### config.mk
export PLATFORM = sky130hd
export DESIGN_NAME = cit_core_timing
export DESIGN_NICKNAME = d
export VERILOG_FILES = /design/src/rtl/cit_pkg.sv /design/src/rtl/cit_op_decode.sv /design/src/rtl/cit_core_timing.sv
export VERILOG_INCLUDE_DIRS = /design/src /design/src/rtl
export SDC_FILE = /design/constraint.sdc
export NUM_CORES = 1
export LEC_CHECK = 0
export ABC_AREA = 1
export BUFFER_PORTS_ARGS = -buffer_cell sky130_fd_sc_hd__buf_2
export CORE_ASPECT_RATIO = 0.6
export CORE_MARGIN = 4
export CORE_UTILIZATION = 51
export CTS_CLUSTER_DIAMETER = 60
export DETAILED_ROUTE_END_ITERATION = 6
export GPL_TIMING_DRIVEN = 0
export PLACE_DENSITY = 0.77
export SLEW_MARGIN = 20
export SYNTH_ARGS = -nofsm -noshare
export SYNTH_HDL_FRONTEND = slang
export SYNTH_SLANG_ARGS = --single-unit
### constraint.sdc
create_clock -name clk -period 3.45 [get_ports clk]
set_input_delay 0.345 -clock clk [delete_from_list [all_inputs] [get_ports clk]]
set_output_delay 0.345 -clock clk [all_outputs]
set_load 0.05 [all_outputs]
### src/rtl/cit_regs.svh
// constants of the core instruction timing unit
`ifndef CIT_REGS_SVH
`define CIT_REGS_SVH

// fetch address taken after reset
`define CIT_RESET_PC        16'h0000
// no opcode may run longer than this many clocks
`define CIT_MAX_CLOCKS      4'h8
// first execution clock of an instruction (opcode byte on the bus)
`define CIT_FIRST_CYCLE     4'h1
// default size of the on-chip expansion ram, in bytes
`define CIT_EXPANSION_RAM_BYTES      4096
// highest rated system clock, MHz; peak rate is one instruction per clock
`define CIT_PEAK_MHZ        25
// width of a program or data address
`define CIT_ADDR_W          16
// operand byte positions inside an instruction
`define CIT_OPR1_CYCLE      4'h2
`define CIT_OPR2_CYCLE      4'h3

`endif

### src/rtl/cit_pkg.sv
// types shared by the core instruction timing unit
package cit_pkg;

    // sequencer states, one-hot
    typedef enum logic [2:0] {
        CIT_ST_BOOT = 3'h1,
        CIT_ST_EXEC = 3'h2,
        CIT_ST_HALT = 3'h4
    } cit_state_e;

    // where an external-data or code-byte move lands
    typedef enum logic [1:0] {
        CIT_TGT_ONCHIP  = 2'h0,
        CIT_TGT_OFFCHIP = 2'h1,
        CIT_TGT_FLASH   = 2'h2,
        CIT_TGT_NONE    = 2'h3
    } cit_target_e;

    // why the debug logic stopped the core
    typedef enum logic [1:0] {
        CIT_CAUSE_REQ   = 2'h0,
        CIT_CAUSE_STEP  = 2'h1,
        CIT_CAUSE_BREAK = 2'h2,
        CIT_CAUSE_WATCH = 2'h3
    } cit_cause_e;

    // all state of the sequencer
    typedef struct packed {
        cit_state_e  state;
        logic [3:0]  cnt;
        logic [15:0] pc;
        logic [15:0] code_addr;
        logic [7:0]  op;
        logic [7:0]  opr1;
        logic [7:0]  opr2;
        logic        taken;
        logic        watch_hit;
        logic        step_pending;
        logic        halt_s1;
        logic        halt_s2;
        logic        run_s1;
        logic        run_s2;
        logic        run_s3;
        logic        step_s1;
        logic        step_s2;
        logic        step_s3;
        logic        bpen_s1;
        logic        bpen_s2;
        logic        wpen_s1;
        logic        wpen_s2;
        logic [15:0] bpa_s1;
        logic [15:0] bpa_s2;
        logic [15:0] wpa_s1;
        logic [15:0] wpa_s2;
        logic        ret;
        logic [7:0]  ret_op;
        logic [7:0]  ret_opr1;
        logic [7:0]  ret_opr2;
        logic [15:0] ret_pc;
        logic [3:0]  ret_cycles;
        logic        ret_taken;
        logic [2:0]  ret_flags;
        logic        mem_strobe;
        cit_target_e mem_target;
        logic        mem_write;
        logic        halted;
        cit_cause_e  cause;
    } cit_core_s;

endpackage : cit_pkg

### src/rtl/cit_op_decode.sv
// opcode decoder: length, clocks, branch kind and flag effects
`timescale 1ns/100ps
`default_nettype none

module cit_op_decode (
    // opcode in
    input  wire logic [7:0] opcode,
    // length and timing
    output logic [1:0]      bytes,
    output logic [3:0]      clocks,
    // branch kind
    output logic            cond,
    output logic            jump,
    // status word effects {carry, aux carry, overflow}
    output logic [2:0]      flags,
    // memory moves
    output logic            xdm,
    output logic            code_move,
    output logic            xdm_write
);

    logic [3:0] hi;
    logic [3:0] lo;

    ////////////////////////////////////////////////////////////////////////////
    // table follows the standard opcode map; clocks is the not-taken figure
    always_comb begin
        hi        = opcode[7:4];
        lo        = opcode[3:0];
        bytes     = 2'h1;
        clocks    = 4'h1;
        cond      = 1'b0;
        jump      = 1'b0;
        flags     = 3'h0;
        xdm       = 1'b0;
        code_move = 1'b0;
        xdm_write = 1'b0;
        if (lo[3]) begin
            // bank register operand forms
            unique case (hi)
                4'h7, 4'h8, 4'hA: begin bytes = 2'h2; clocks = 4'h2; end
                4'hB: begin bytes = 2'h3; clocks = 4'h3; cond = 1'b1; end
                4'hD: begin bytes = 2'h2; clocks = 4'h2; cond = 1'b1; end
                default: begin bytes = 2'h1; clocks = 4'h1; end
            endcase
        end else if (lo[3:1] == 3'h3) begin
            // pointer indirect operand forms
            unique case (hi)
                4'h7, 4'h8, 4'hA: begin bytes = 2'h2; clocks = 4'h2; end
                4'hB: begin bytes = 2'h3; clocks = 4'h4; cond = 1'b1; end
                default: begin bytes = 2'h1; clocks = 4'h2; end
            endcase
        end else begin
            unique case (lo)
                4'h5: begin
                    bytes  = 2'h2;
                    clocks = 4'h2;
                    if (hi == 4'h7 || hi == 4'h8) begin
                        bytes  = 2'h3;
                        clocks = 4'h3;
                    end else if (hi == 4'hB || hi == 4'hD) begin
                        bytes  = 2'h3;
                        clocks = 4'h3;
                        cond   = 1'b1;
                    end else if (hi == 4'hA) begin
                        bytes  = 2'h1;
                        clocks = 4'h1;
                    end
                end
                4'h4: begin
                    unique case (hi)
                        4'h0, 4'h1, 4'hC, 4'hD, 4'hE, 4'hF: begin
                            bytes = 2'h1; clocks = 4'h1;
                        end
                        4'h8: begin bytes = 2'h1; clocks = 4'h8; end
                        4'hA: begin bytes = 2'h1; clocks = 4'h4; end
                        4'hB: begin bytes = 2'h3; clocks = 4'h3; cond = 1'b1; end
                        default: begin bytes = 2'h2; clocks = 4'h2; end
                    endcase
                end
                4'h3: begin
                    unique case (hi)
                        4'h4, 4'h5, 4'h6: begin bytes = 2'h3; clocks = 4'h3; end
                        4'h7: begin clocks = 4'h3; jump = 1'b1; end
                        4'h8, 4'h9: begin clocks = 4'h3; code_move = 1'b1; end
                        4'hE, 4'hF: begin clocks = 4'h3; xdm = 1'b1; end
                        default: clocks = 4'h1;
                    endcase
                end
                4'h2: begin
                    unique case (hi)
                        4'h0, 4'h1: begin bytes = 2'h3; clocks = 4'h4; jump = 1'b1; end
                        4'h2, 4'h3: begin clocks = 4'h5; jump = 1'b1; end
                        4'hE, 4'hF: begin clocks = 4'h3; xdm = 1'b1; end
                        default: begin bytes = 2'h2; clocks = 4'h2; end
                    endcase
                end
                4'h1: begin bytes = 2'h2; clocks = 4'h3; jump = 1'b1; end
                default: begin
                    unique case (hi)
                        4'h0: clocks = 4'h1;
                        4'h1, 4'h2, 4'h3: begin bytes = 2'h3; clocks = 4'h3; cond = 1'b1; end
                        4'h4, 4'h5, 4'h6, 4'h7: begin
                            bytes = 2'h2; clocks = 4'h2; cond = 1'b1;
                        end
                        4'h8: begin bytes = 2'h2; clocks = 4'h3; jump = 1'b1; end
                        4'h9: begin bytes = 2'h3; clocks = 4'h3; end
                        4'hE, 4'hF: begin clocks = 4'h3; xdm = 1'b1; end
                        default: begin bytes = 2'h2; clocks = 4'h2; end
                    endcase
                end
            endcase
        end
        xdm_write = xdm & hi[0];
        // status word effects match the standard set
        if ((hi == 4'h2 || hi == 4'h3 || hi == 4'h9) && lo >= 4'h4) begin
            flags = 3'h7;
        end else if (opcode == 8'h84 || opcode == 8'hA4) begin
            flags = 3'h5;
        end else if ((hi == 4'hB && lo >= 4'h4) || opcode == 8'hD4 || opcode == 8'h13
                     || opcode == 8'h33 || opcode == 8'h72 || opcode == 8'h82
                     || opcode == 8'hA2 || opcode == 8'hA0 || opcode == 8'hB0
                     || opcode == 8'hB3 || opcode == 8'hC3 || opcode == 8'hD3) begin
            flags = 3'h4;
        end
    end

endmodule : cit_op_decode

`default_nettype wire

### src/rtl/cit_core_timing.sv
// instruction sequencer: fetch, per-clock timing, branch timing, debug halt
`timescale 1ns/100ps
`default_nettype none
`include "cit_regs.svh"

module cit_core_timing #(
    parameter int EXPANSION_RAM_BYTES = `CIT_EXPANSION_RAM_BYTES
) (
    // clock and reset
    input  wire logic        clk,
    input  wire logic        sys_rst,
    // program memory, data one clock after address
    output logic [15:0]      code_addr,
    input  wire logic [7:0]  code_rdata,
    // execute unit, same clock
    output logic             cond_due,
    output logic             redirect_due,
    input  wire logic        cond_true,
    input  wire logic [15:0] redirect_addr,
    input  wire logic [15:0] xdm_addr,
    input  wire logic        flash_read_en,
    input  wire logic        flash_write_en,
    input  wire logic        data_access,
    input  wire logic [15:0] data_addr,
    // retired instruction record
    output logic             retire,
    output logic [7:0]       retire_opcode,
    output logic [7:0]       retire_operand1,
    output logic [7:0]       retire_operand2,
    output logic [15:0]      retire_pc,
    output logic [3:0]       retire_cycles,
    output logic             retire_taken,
    output logic [2:0]       retire_flags,
    // memory move strobe
    output logic             mem_strobe,
    output logic [1:0]       mem_target,
    output logic             mem_write,
    // debug host pins
    input  wire logic        dbg_halt_req,
    input  wire logic        dbg_run_req,
    input  wire logic        dbg_step_req,
    input  wire logic        dbg_bp_en,
    input  wire logic [15:0] dbg_bp_addr,
    input  wire logic        dbg_wp_en,
    input  wire logic [15:0] dbg_wp_addr,
    // debug status
    output logic             dbg_halted,
    output logic             dbg_mem_grant,
    output logic [15:0]      dbg_pc,
    output logic [1:0]       dbg_cause
);

    ////////////////////////////////////////////////////////////////////////////
    // elaboration checks

    if (EXPANSION_RAM_BYTES < 1 || EXPANSION_RAM_BYTES > 65536) begin : g_bad_expansion_ram
        $error("EXPANSION_RAM_BYTES must lie in 1..65536");
    end

    ////////////////////////////////////////////////////////////////////////////
    // declarations

    cit_pkg::cit_core_s s;
    cit_pkg::cit_core_s next_s;

    logic [7:0]  op_now;
    logic [1:0]  dec_bytes;
    logic [3:0]  dec_clocks;
    logic        dec_cond;
    logic        dec_jump;
    logic [2:0]  dec_flags;
    logic        dec_xdm;
    logic        dec_code_move;
    logic        dec_xdm_write;
    logic        last;
    logic        boundary;
    logic        run_edge;
    logic        step_edge;
    logic        watch_now;
    logic        bp_hit;
    logic [3:0]  byte_count;

    ////////////////////////////////////////////////////////////////////////////
    // helpers

    // target of an external-data move; flash only while software opens it
    function automatic cit_pkg::cit_target_e xdm_target(
        input logic [15:0] addr,
        input logic        wr,
        input logic        rd_en,
        input logic        wr_en
    );
        cit_pkg::cit_target_e t;
        if ((wr && wr_en) || (!wr && rd_en)) begin
            t = cit_pkg::CIT_TGT_FLASH;
        end else if ({1'b0, addr} < 17'(EXPANSION_RAM_BYTES)) begin
            t = cit_pkg::CIT_TGT_ONCHIP;
        end else begin
            t = cit_pkg::CIT_TGT_OFFCHIP;
        end
        return t;
    endfunction : xdm_target

    ////////////////////////////////////////////////////////////////////////////
    // decode of the instruction in flight

    // first clock reads the opcode straight off the fetch bus
    assign op_now = (s.cnt == `CIT_FIRST_CYCLE) ? code_rdata : s.op;

    cit_op_decode u_decode (
        .opcode    (op_now),
        .bytes     (dec_bytes),
        .clocks    (dec_clocks),
        .cond      (dec_cond),
        .jump      (dec_jump),
        .flags     (dec_flags),
        .xdm       (dec_xdm),
        .code_move (dec_code_move),
        .xdm_write (dec_xdm_write)
    );

    assign byte_count = {2'h0, dec_bytes};

    ////////////////////////////////////////////////////////////////////////////
    // next state

    always_comb begin
        next_s       = s;
        cond_due     = 1'b0;
        redirect_due = 1'b0;
        last         = 1'b0;
        boundary     = 1'b0;

        // debug pins cross in through two flops each, run and step through three
        next_s.halt_s1 = dbg_halt_req;
        next_s.halt_s2 = s.halt_s1;
        next_s.run_s1  = dbg_run_req;
        next_s.run_s2  = s.run_s1;
        next_s.run_s3  = s.run_s2;
        next_s.step_s1 = dbg_step_req;
        next_s.step_s2 = s.step_s1;
        next_s.step_s3 = s.step_s2;
        next_s.bpen_s1 = dbg_bp_en;
        next_s.bpen_s2 = s.bpen_s1;
        next_s.wpen_s1 = dbg_wp_en;
        next_s.wpen_s2 = s.wpen_s1;
        next_s.bpa_s1  = dbg_bp_addr;
        next_s.bpa_s2  = s.bpa_s1;
        next_s.wpa_s1  = dbg_wp_addr;
        next_s.wpa_s2  = s.wpa_s1;

        run_edge  = s.run_s2 & ~s.run_s3;
        step_edge = s.step_s2 & ~s.step_s3;
        // watchpoint compare runs on the core's own access, costing no cycle
        watch_now = (s.state == cit_pkg::CIT_ST_EXEC) && s.wpen_s2 && data_access
                    && (data_addr == s.wpa_s2);
        // code_addr at a boundary is always the next opcode address
        bp_hit    = s.bpen_s2 && (s.code_addr == s.bpa_s2);

        next_s.ret        = 1'b0;
        next_s.mem_strobe = 1'b0;
        if (watch_now) begin
            next_s.watch_hit = 1'b1;
        end

        unique case (s.state)
            cit_pkg::CIT_ST_BOOT: begin
                boundary = 1'b1;
            end

            cit_pkg::CIT_ST_EXEC: begin
                // operand bytes arrive one per clock, behind the opcode
                if (s.cnt == `CIT_FIRST_CYCLE) begin
                    next_s.op = code_rdata;
                end
                if (s.cnt == `CIT_OPR1_CYCLE && dec_bytes >= 2'h2) begin
                    next_s.opr1 = code_rdata;
                end
                if (s.cnt == `CIT_OPR2_CYCLE && dec_bytes == 2'h3) begin
                    next_s.opr2 = code_rdata;
                end

                if (s.taken) begin
                    last = (s.cnt == dec_clocks + 4'h1);
                end else if (s.cnt == dec_clocks && dec_cond) begin
                    // condition settles in the untaken last clock
                    cond_due = 1'b1;
                    if (cond_true) begin
                        next_s.taken     = 1'b1;
                        next_s.code_addr = redirect_addr;
                    end else begin
                        last = 1'b1;
                    end
                end else begin
                    last = (s.cnt == dec_clocks);
                end

                // hard stop; only the 8-clock opcode 0x84 reaches it, in its last clock
                if (s.cnt >= `CIT_MAX_CLOCKS) begin
                    last = 1'b1;
                end

                if (!last && !cond_due) begin
                    if (dec_jump && s.cnt == dec_clocks - 4'h1) begin
                        // target fetched one clock ahead so the next opcode lands on time
                        redirect_due     = 1'b1;
                        next_s.code_addr = redirect_addr;
                    end else if (s.cnt < byte_count) begin
                        next_s.code_addr = s.code_addr + 16'h0001;
                    end
                end

                // memory moves strobe in their third clock, registered from the second
                if (s.cnt == `CIT_OPR1_CYCLE && (dec_xdm || dec_code_move)) begin
                    next_s.mem_strobe = 1'b1;
                    next_s.mem_write  = dec_xdm_write;
                    if (dec_code_move) begin
                        next_s.mem_target = cit_pkg::CIT_TGT_FLASH;
                    end else begin
                        next_s.mem_target = xdm_target(xdm_addr, dec_xdm_write,
                                                       flash_read_en,
                                                       flash_write_en);
                    end
                end

                if (last) begin
                    // retire record, one pulse per instruction
                    next_s.ret        = 1'b1;
                    next_s.ret_op     = op_now;
                    next_s.ret_pc     = s.pc;
                    next_s.ret_cycles = s.cnt;
                    next_s.ret_taken  = s.taken;
                    next_s.ret_flags  = dec_flags;
                    next_s.ret_opr1   = 8'h00;
                    next_s.ret_opr2   = 8'h00;
                    if (dec_bytes >= 2'h2) begin
                        next_s.ret_opr1 = (s.cnt == `CIT_OPR1_CYCLE) ? code_rdata : s.opr1;
                    end
                    if (dec_bytes == 2'h3) begin
                        next_s.ret_opr2 = (s.cnt == `CIT_OPR2_CYCLE) ? code_rdata : s.opr2;
                    end
                    next_s.taken = 1'b0;
                    boundary     = 1'b1;
                end else begin
                    next_s.cnt = s.cnt + 4'h1;
                end
            end

            cit_pkg::CIT_ST_HALT: begin
                // fetch stays parked on the next opcode while stopped
                if (run_edge || step_edge) begin
                    next_s.state        = cit_pkg::CIT_ST_EXEC;
                    next_s.halted       = 1'b0;
                    next_s.step_pending = step_edge & ~run_edge;
                    next_s.cnt          = `CIT_FIRST_CYCLE;
                    next_s.code_addr    = s.code_addr + 16'h0001;
                    next_s.watch_hit    = 1'b0;
                end
            end

            default: begin
                next_s.state = cit_pkg::CIT_ST_BOOT;
            end
        endcase

        // instruction boundary: stop for debug or start the next one
        if (boundary) begin
            next_s.pc = s.code_addr;
            if (s.watch_hit || watch_now || bp_hit || s.step_pending || s.halt_s2) begin
                next_s.state        = cit_pkg::CIT_ST_HALT;
                next_s.halted       = 1'b1;
                next_s.step_pending = 1'b0;
                next_s.watch_hit    = 1'b0;
                if (s.watch_hit || watch_now) begin
                    next_s.cause = cit_pkg::CIT_CAUSE_WATCH;
                end else if (bp_hit) begin
                    next_s.cause = cit_pkg::CIT_CAUSE_BREAK;
                end else if (s.step_pending) begin
                    next_s.cause = cit_pkg::CIT_CAUSE_STEP;
                end else begin
                    next_s.cause = cit_pkg::CIT_CAUSE_REQ;
                end
            end else begin
                // back-to-back start gives one instruction per clock at best
                next_s.state     = cit_pkg::CIT_ST_EXEC;
                next_s.cnt       = `CIT_FIRST_CYCLE;
                next_s.code_addr = s.code_addr + 16'h0001;
            end
        end
    end

    ////////////////////////////////////////////////////////////////////////////
    // state register

    always_ff @(posedge clk) begin
        if (sys_rst) begin
            s            <= '0;
            s.state      <= cit_pkg::CIT_ST_BOOT;
            s.pc         <= `CIT_RESET_PC;
            s.code_addr  <= `CIT_RESET_PC;
            s.mem_target <= cit_pkg::CIT_TGT_NONE;
            s.cause      <= cit_pkg::CIT_CAUSE_REQ;
        end else begin
            s <= next_s;
        end
    end

    ////////////////////////////////////////////////////////////////////////////
    // outputs

    assign code_addr       = s.code_addr;
    assign retire          = s.ret;
    assign retire_opcode   = s.ret_op;
    assign retire_operand1 = s.ret_opr1;
    assign retire_operand2 = s.ret_opr2;
    assign retire_pc       = s.ret_pc;
    assign retire_cycles   = s.ret_cycles;
    assign retire_taken    = s.ret_taken;
    assign retire_flags    = s.ret_flags;
    assign mem_strobe      = s.mem_strobe;
    assign mem_target      = s.mem_target;
    assign mem_write       = s.mem_write;
    assign dbg_halted      = s.halted;
    // debug reaches memory only while stopped, so it borrows nothing at run time
    assign dbg_mem_grant   = s.halted;
    assign dbg_pc          = s.pc;
    assign dbg_cause       = s.cause;

endmodule : cit_core_timing

`default_nettype wire

# After elaboration in Yosys (flattened, before gate mapping)
# Cells that the tools add are included.
[word_totals] elab_cells=278 regBits=198 input_bits=99
[op_classes] reduce_logical=69 add_sub_neg=4 n_eq_ne=48 n_mux=105 bitwise=8 order_cmp=5
[op_table] cell="16-bit 2-to-1 mux" count=8
[op_table] cell="8-bit == test, second input constant" count=10
[op_table] cell="49-bit 2-to-1 mux" count=1
[op_table] cell="1-bit 2-to-1 mux" count=42
[op_table] cell="8-bit 2-to-1 mux" count=5
[op_table] cell="39-bit 2-to-1 mux" count=1
[op_table] cell="16-bit == test" count=2
[op_table] cell="4-bit == test, second input constant" count=8
[op_table] cell="2-bit 2-to-1 mux" count=16
[op_table] cell="16-bit one-hot mux with 2 select lines" count=1
[op_table] cell="4-bit 2-to-1 mux" count=7
[op_table] cell="2-bit one-hot mux with 2 select lines" count=7
[op_table] cell="4-bit by 2-bit == test with 1-bit output, second input constant" count=6
[op_table] cell="4-bit by 3-bit == test with 1-bit output, second input constant" count=6
[op_table] cell="1-bit logical OR" count=23
[op_table] cell="3-bit 2-to-1 mux" count=7
[op_table] cell="4-bit one-hot mux with 5 select lines" count=1
[op_table] cell="16-bit by 1-bit adder with 16-bit output, second input constant" count=1
[op_table] cell="16-bit by 13-bit < comparator with 1-bit output, second input constant" count=1
[op_table] cell="4-bit one-hot mux with 4 select lines" count=1
[op_table] cell="2-bit OR reduction" count=8
[op_table] cell="4-bit OR reduction" count=4
[op_table] cell="8-bit OR reduction" count=2
[op_table] cell="3-bit OR reduction" count=5
[op_table] cell="other kinds (33)" count=66

# Longest topological paths before layout
# Gate-level depths: netlist of run 1.
[depth] depth_word=21 mapped_depth=32

# Modules after synthesis
# Synthesis of run 1 repeated with hierarchy kept, for this count alone.
[unflattened] hier_cells=1513 area_unflattened_um2=10286.1
[by_module_without_submodules] module="cit_core_timing" area_each_um2=9555.4 cells_per_inst=1364 n_inst=1 seq_area_each_um2=3963.8
[by_module_without_submodules] module="cit_op_decode" area_each_um2=730.7 cells_per_inst=149 n_inst=1 seq_area_each_um2=0.0

# Worst setup path before layout of run 1
# No wires, ideal clock.
[synth_timing] kind="register to output" from="register s[192] in the netlist's numbering" to="output port redirect_due" path_slack_ns=-0.591 stages_incl_launch_ff=25 t_arrival_ns=3.696 cell_sequence="dfxtp_1 inv_1 ha_1 buf_6 nand3_1 nand2_2 nand2_2 inv_2 nand2_1 nand2_4 nand3_1 nor2_1 nand2_1 nand2_1 nand2_1 nand2_2 inv_1 ha_1 xnor2_1 nor3_1 o211ai_1 nor2_1 nand3_1 buf_2 nor2_1"
[synth_between] elab_chain_len=19
[synth_rtl] item="start, declared" line="cit_core_timing.sv:63" text="cit_pkg::cit_core_s s;"
[synth_rtl] item="start signal, assigned" line="cit_core_timing.sv:304" text="s <= next_s;"
[synth_rtl] item="branches (longest 17 deep; another with 4-bit by 1-bit adder with 4-bit output)"
[synth_rtl] item="1-bit 2-to-1 mux (*)" line="cit_core_timing.sv:203" text="if (!last && !cond_due) begin"
[synth_rtl] item="1-bit 2-to-1 mux (*)" line="cit_core_timing.sv:166" text="unique case (s.state)"
[synth_rtl] item="end, declared" line="cit_core_timing.sv:17" text="output logic redirect_due,"
# Every way passes the cells marked *. The select of a mux whose other input is x is not followed.

# Worst setup path after layout of run 1
[layout_timing] from="register s[191] in the netlist's numbering" to="output port redirect_due"
# Same word-level chain as after synthesis.

==> results.toml, run 1 <==
[pwr]
peakVddDrop_mv = 0.534
cellPowerDensity_mw_per_mm2 = 666
p_leak_nw = 6.92

[yosys]
synth.cell_area_sq_mm = 0.0103
yosys_warnings = 0
synth.largest_area_cell = "dfxtp_1"
yosys_register_bits = 198
synth.avg_cell_area_sq_um = 7.07
seq_area_frac_synth = 0.386
synth.top_cell.area_share = 0.386
synth_edf_count = 0
yosys-top-cells-area = "dfxtp_1, nand2_1, nor2_1, inv_1, buf_4"
synth.distinct_cells = 52
synth_most_common_cell = "nand2_1"
synth_common_cells = "nand2_1, dfxtp_1, nor2_1"
synthCells = 1453
async_flop_share = 0
syn_nets = 1560
synth_flop_cell = "dfxtp_1"

[cts]
clock_latency_ns = 0.45
cts.path.max_buffers = 2
tritoncts = "done"
cts_sinks = 198
cts_buffers = 17
cts_root_buf = "clkbuf_16"
hold_buffers = 0
path_clk_slew_ns = 0.07
htreeDepth = 4

[worst_setup_path]
start_kind = "flop"
cp-end-kind = "output pin"
cp_common_cell = "nand2_1"
critPathSlowestCell = "dfxtp_4"
path_depth = 24
cp.arrival_ns = 3.76
path_max_fanout = 7
crit_family = "simple AND/OR/NAND/NOR gates"
cp.required_ns = 3.11
crit_type = "flop to output pin"
cp_slowest_stage_delay_ns = 0.42
crit_buf_inv = 5
reg2regPathDepth = 30
crit_chain = "ha_4 -> buf_6 -> buf_8 -> nand3_2 -> nand2_4 -> nand2_4 -> nor2_4 -> nand2_1 -> nor2_2 -> nor2_2 -> nand2_1 -> nand2_1 -> nand2_2 -> nand2_2 -> inv_2 -> ha_4 -> xnor2_4 -> nor3_2 -> o211ai_1 -> nor2_1 -> nand3_2 -> buf_6 -> nor2_4 -> buf_8"

[die]
num_io_pins = 190
initial_core_util = 0.529
fp-row-count = 39
fp.coreArea_sq_mm = 0.0194
die_x_microns = 191
die_area_sq_mm = 0.0226
die_h_microns = 118

[finish]
instances_no_fill = 2017
area_growth_pct = 38.8
fill_cells = 1494
nNetsFinal = 1848
multi_input_area_sq_mm = 0.00558
finalInstanceArea_sq_mm = 0.0143
seqCellArea_sq_mm = 0.00397
n_antenna_cell = 0
layout-drive-gt1-share = 0.376

[timing]
worst_pin_slew_ns = 1.34
finalWorstSetupSlack_ns = -0.654
fmax_mhz = 244
hold_viol = 0
setup_viol = 95
min_period_over_period = 1.19
slew_viol_final = 0
grt_setup_unrepaired = "true"
min_period_ns = 4.10
final.setup_skew_ns = 0.00733
slew_headroom = 0.101

[placement]
dpl.cell_count = 1895
gp_congestion = 1.04
dp_worst_setup_slack_ns = -0.792
post_dp_cell_area_sq_mm = 0.0115
hpwl_microns = 24200
portBuffers = 176

[routing]
avgViaCountPerCell = 5.42
dr.pass1.iters = 7
drt-initial-drc-count = 1308
routed_wl_microns = 36100
drc_errors = 1
vias = 10900
drtAntennaViolNets = 0
drt-wirelength-per-cell_microns = 17.9

[hold_path]
holdPathStages = 3
hp-class = "input pin to flop"

[status]
violations = "design-rule violations, negative setup slack"
status = "finished with violations"

[grt]
grt_pass1_wl_microns = 51200
grt_max_degree = 17
grt_overflow = 0
track_usage = 0.287
grt_pass1_vias = 9442
antenna_found_initial = 0

[flow_run]
maxCapViolations = 0
==> worst register-to-register path, delay by kind of cell (launching register included) <==
kind,cells,cell delay (ns)
adders and majority gates,2,0.44
and+or+nand+nor,18,1.80
buffers and inverters,9,1.08
DFF,1,0.42
xor gates and xnor gates,1,0.14
==> placed cells by master, fill, tap and decap left out, types with 13 or more instances in the layout <==
cell,count
dfxtp_1,194
o21ai_2,44
buf_4,133
a21oi_1,49
clkbuf_16,23
buf_6,31
buf_8,13
nor2_1,169
nand2_1,191
inv_1,184
xor2_1,20
o21ai_1,33
buf_2,179
nand4_1,15
nand2_2,38
o21ai_0,45
nor2_2,21
nor2_4,23
o211ai_1,25
nand3_2,35
nand2_4,25
nand3_1,75
clkbuf_1,27
==> state kept, by name, indices dropped and copies added (netlist names) <==
| register | flops |
|---|---|
| retire | 1 |
| s | 71 |
| retire_pc | 16 |
| dbg_cause | 2 |
| code_addr | 16 |
| retire_flags | 3 |
| next_s | 39 |
| mem_target | 2 |
| retire_cycles | 4 |
| dbg_halted | 1 |
| retire_taken | 1 |
| dbg_pc | 16 |
| retire_operand1 | 8 |
| mem_strobe | 1 |
| retire_operand2 | 8 |
| mem_write | 1 |
| retire_opcode | 8 |
==> cell families after synthesis <==
family	count (synthesis)	synth area share
and+or+nand+nor	629	0.280
DFF	198	0.386
xor gates and xnor gates	30	0.0256
AOI/OAI and AO/OA	241	0.134
buffers and inverters	346	0.164
adders and majority gates	8	0.00974
muxes	1	0.000974
==> layer usage <==
metal / share of wire / GRT usage / wire, microns
met1: 0.44 / 0.442 / 16000
met2: 0.40 / 0.376 / 14400
met3: 0.14 / 0.102 / 5060
met4: 0.018 / 0.0655 / 635
met5: 0 / 0 / 0
==> stage by stage <==
| stage | util | TNS, ns | total power, W | hold slack, ns |
|---|---|---|---|---|
| floorplan | - | 0 | 0.00513 | 0.388 |
| global placement | 0.593 | -56.24 | 0.00593 | 0.389 |
| detailed placement | 0.593 | -59.57 | 0.00597 | 0.392 |
| CTS | 0.667 | -10.16 | 0.00847 | 0.0833 |
| global route | 0.734 | -48.20 | 0.00988 | 0.0954 |
| finish | 0.734 | -36.95 | 0.00949 | 0.0982 |
==> path summary, 6_finish.rpt <==
check | start | end | slack [ns]
min reg2reg | next_s[65]$_SDFF_PP0_ | s[65]$_SDFF_PP0_ | 0.39
max reg2reg | s[191]$_SDFF_PP0_ | retire_pc[15]$_SDFFE_PP0P_ | -0.50
min | dbg_bp_addr[3] | next_s[91]$_SDFF_PP0_ | 0.1
max | s[191]$_SDFF_PP0_ | redirect_due | -0.65
==> area by class of cell <==
type,count,area share
repair inverters,1,0.000789
flip-flops and latches,198,0.279
multi-input cells,911,0.391
clock buffers,20,0.0320
plain buffers,138,0.0724
well taps,266,0.0233
clock inverters,9,0.00658
inverters,205,0.0572
repair buffers,269,0.138
==> power by group <==
part	total (W)	switching, W	internal [W]
clock network	0.00193	0.000904	0.00103
logic	0.00491	0.00300	0.00191
registers	0.00264	0.000186	0.00246
==> repair_timing <==
action | in CTS | in global routing
resized for setup | 122 | 279
pin swaps | 29 | 52
cloned | 3 | 13
endpoints found under the setup margin | 103 | 105
setup buffers | 49 | 32
Power figures use the tool's default switching activity.
==> run 2: changes to the inputs <==
--- a/config.mk
+++ b/config.mk
@@ -7,7 +7,7 @@
 export NUM_CORES = 1
 export LEC_CHECK = 0
 export ABC_AREA = 1
-export BUFFER_PORTS_ARGS = -buffer_cell sky130_fd_sc_hd__buf_2
+export BUFFER_PORTS_ARGS = -buffer_cell sky130_fd_sc_hd__buf_4
 export CORE_ASPECT_RATIO = 0.6
 export CORE_MARGIN = 4
 export CORE_UTILIZATION = 51
@@ -15,6 +15,7 @@
 export DETAILED_ROUTE_END_ITERATION = 6
 export GPL_TIMING_DRIVEN = 0
 export PLACE_DENSITY = 0.77
+export SKIP_CTS_REPAIR_TIMING = 1
 export SLEW_MARGIN = 20
 export SYNTH_ARGS = -nofsm -noshare
 export SYNTH_HDL_FRONTEND = slang
==> run 2 against run 1 <==
The flow finishes with violations (negative setup slack). Count of clock-buffer cells in the layout fell by 2. Clock skew rose by 0.0044 ns. Wire length down 3.4%. Sequential power about the same. Via count decreased by 3.2%. Critical path depth down 3.
==> results.toml, run 2 (synthesized netlist as in run 1, its figures left out) <==
[grt]
grt_max_degree = 18
track_usage = 0.275
grt_overflow = 0
grt_pass1_wl_microns = 49000
grt_pass1_vias = 8968
antenna_found_initial = 0

[die]
die_x_microns = 191
fp-row-count = 39
fp.coreArea_sq_mm = 0.0194
die_area_sq_mm = 0.0226
die_h_microns = 118
initial_core_util = 0.529
num_io_pins = 190

[pwr]
cellPowerDensity_mw_per_mm2 = 651
pwr-share-comb = 0.501
switching_power_w = 0.00393
clkPwrFrac = 0.216
sequentialPowerShare = 0.283
swShare = 0.424
peakVddDrop_mv = 0.514
p_leak_nw = 6.82
p_int_w = 0.00534

[worst_setup_path]
r2r-end = "code_addr[10]$_SDFF_PP0_"
cp_slowest_stage_delay_ns = 0.37
path_max_fanout = 7
crit_chain = "nor2_4 -> buf_4 -> nand3_2 -> nand2_4 -> nand2_4 -> nor2_4 -> buf_6 -> nor2_2 -> nor2_2 -> nand2_2 -> nand2_2 -> inv_2 -> ha_4 -> xnor2_4 -> nor3_2 -> o211ai_1 -> nor2_1 -> nand3_2 -> buf_6 -> nor2_4 -> buf_8"
r2r-start = "s[194]$_SDFF_PP0_"
crit_start = "s[194]$_SDFF_PP0_"
crit_type = "flop to output pin"
crit_family = "simple AND/OR/NAND/NOR gates"
cp_common_cell = "nor2_4"
cp.arrival_ns = 3.79
cp.required_ns = 3.11
start_kind = "flop"
reg2regPathDepth = 27
crit_buf_inv = 5
critPathSlowestCell = "dfxtp_2"
cp-end-kind = "output pin"
r2r_slack_ns = -0.52

[routing]
vias = 10600
dr.pass1.iters = 6
drtAntennaViolNets = 0
drt-initial-drc-count = 1271
avgViaCountPerCell = 5.30
drt-wirelength-per-cell_microns = 17.4
routed_wl_microns = 34900
drc_errors = 0

[cts]
clock_latency_ns = 0.45
cts_sinks = 198
cts_buffers = 17
htreeDepth = 4
cts_root_buf = "clkbuf_16"
cts.path.max_buffers = 2
tritoncts = "done"
path_clk_slew_ns = 0.07

[timing]
hold_ws_ns = 0.0980
slew_viol_final = 0
hold_viol = 0
min_period_over_period = 1.20
final.setup_skew_ns = 0.0117
fmax_mhz = 242
slew_headroom = 0.183
min_period_ns = 4.13
grt_setup_unrepaired = "true"
finalWorstSetupSlack_ns = -0.681
setup_viol = 95
worst_pin_slew_ns = 1.22

[finish]
final_cell_mix = "buf_4, nand2_1, dfxtp_1"
largest_reg_flops = 71
nNetsFinal = 1829
fill_cells = 1519
mostFrequentLayoutCell = "buf_4"
regMostFlops = "s"
instances_no_fill = 1999
n_antenna_cell = 0
area_growth_pct = 38.5
layout-drive-gt1-share = 0.323

[hold_path]
holdPathStages = 3
hold_end = "next_s[68]$_SDFF_PP0_"
hp-class = "input pin to flop"
hold_path.startpoint = "dbg_wp_addr[12]"

[placement]
dpl.cell_count = 1895
portBuffers = 176
hpwl_microns = 24700
gp_congestion = 1.03

[flow_run]
maxCapViolations = 0

[status]
violations = "negative setup slack"
status = "finished with violations"
run 2: cell types whose count changed in the layout (fill, tap and decap cells not counted), sizes merged:
cell           before  now
buf               373  353
clkdlybuf4s18       1    0
clkinvlp            3    4
inv               203  204
bufinv              1    2
nand2             264  265
clkinv              8    7
run 2: stage by stage:
step | worst slack [ns] | power (W) | cell area (sq um) | utilization | TNS [ns]
final | -0.681 | 0.00927 | 14200 | 0.733 | -37.73
after global routing | -0.861 | 0.00970 | 14200 | 0.733 | -51.71
after CTS | -1.05 | 0.00803 | 12500 | 0.645 | -55.72
after detailed placement | -0.694 | 0.00605 | 12000 | 0.615 | -52.17
after global placement | -0.656 | 0.00602 | 12000 | 0.615 | -48.97
after floorplan | 0.0144 | 0.00513 | 10300 | - | 0
run 2: layout make-up:
type,instances,area [sq um],share of cell area
Clock inverter,12,145,0.0102
Clock buffer,18,429,0.0302
Multi-Input combinational cell,912,5310,0.373
Sequential cell,198,3970,0.279
Inverter,205,801,0.0563
Buffer,140,1070,0.0750
Timing Repair Buffer,248,2170,0.152
Tap cell,266,333,0.0234
run 2: how the worst max path moves through the flow:
stage,slack [ns],end,cells past startpoint
after floorplan,0.01,redirect_due,24
after global placement,-0.66,code_addr[9]$_SDFF_PP0_,29
after detailed placement,-0.69,code_addr[7]$_SDFF_PP0_,28
after CTS,-1.05,redirect_due,25
after global routing,-0.86,redirect_due,25
final,-0.68,redirect_due,21
run 2: power by group through the flow:
stage | clock (W) | sequential [W] | combinational [W]
final | 0.00200 | 0.00263 | 0.00464
after global routing | 0.00211 | 0.00264 | 0.00494
after CTS | 0.00202 | 0.00261 | 0.00341
after detailed placement | 0 | 0.00266 | 0.00339
after global placement | 0 | 0.00265 | 0.00337
after floorplan | 0 | 0.00260 | 0.00253
run 2: routing by layer:
| metal | share of wire | wire (microns) | track usage | vias up |
|---|---|---|---|---|
| li1 | - | - | - | 5117 |
| met1 | 0.45 | 15700 | 0.435 | 4797 |
| met2 | 0.39 | 13700 | 0.347 | 623 |
| met3 | 0.14 | 4870 | 0.0978 | 52 |
| met4 | 0.016 | 546 | 0.0628 | 0 |
| met5 | 0 | 0 | 0 | - |
run 2: worst min-delay path, stage by stage:
cell and delay (ns):
buf_4 0.07, inv_1 0.03, nor2_1 0.06
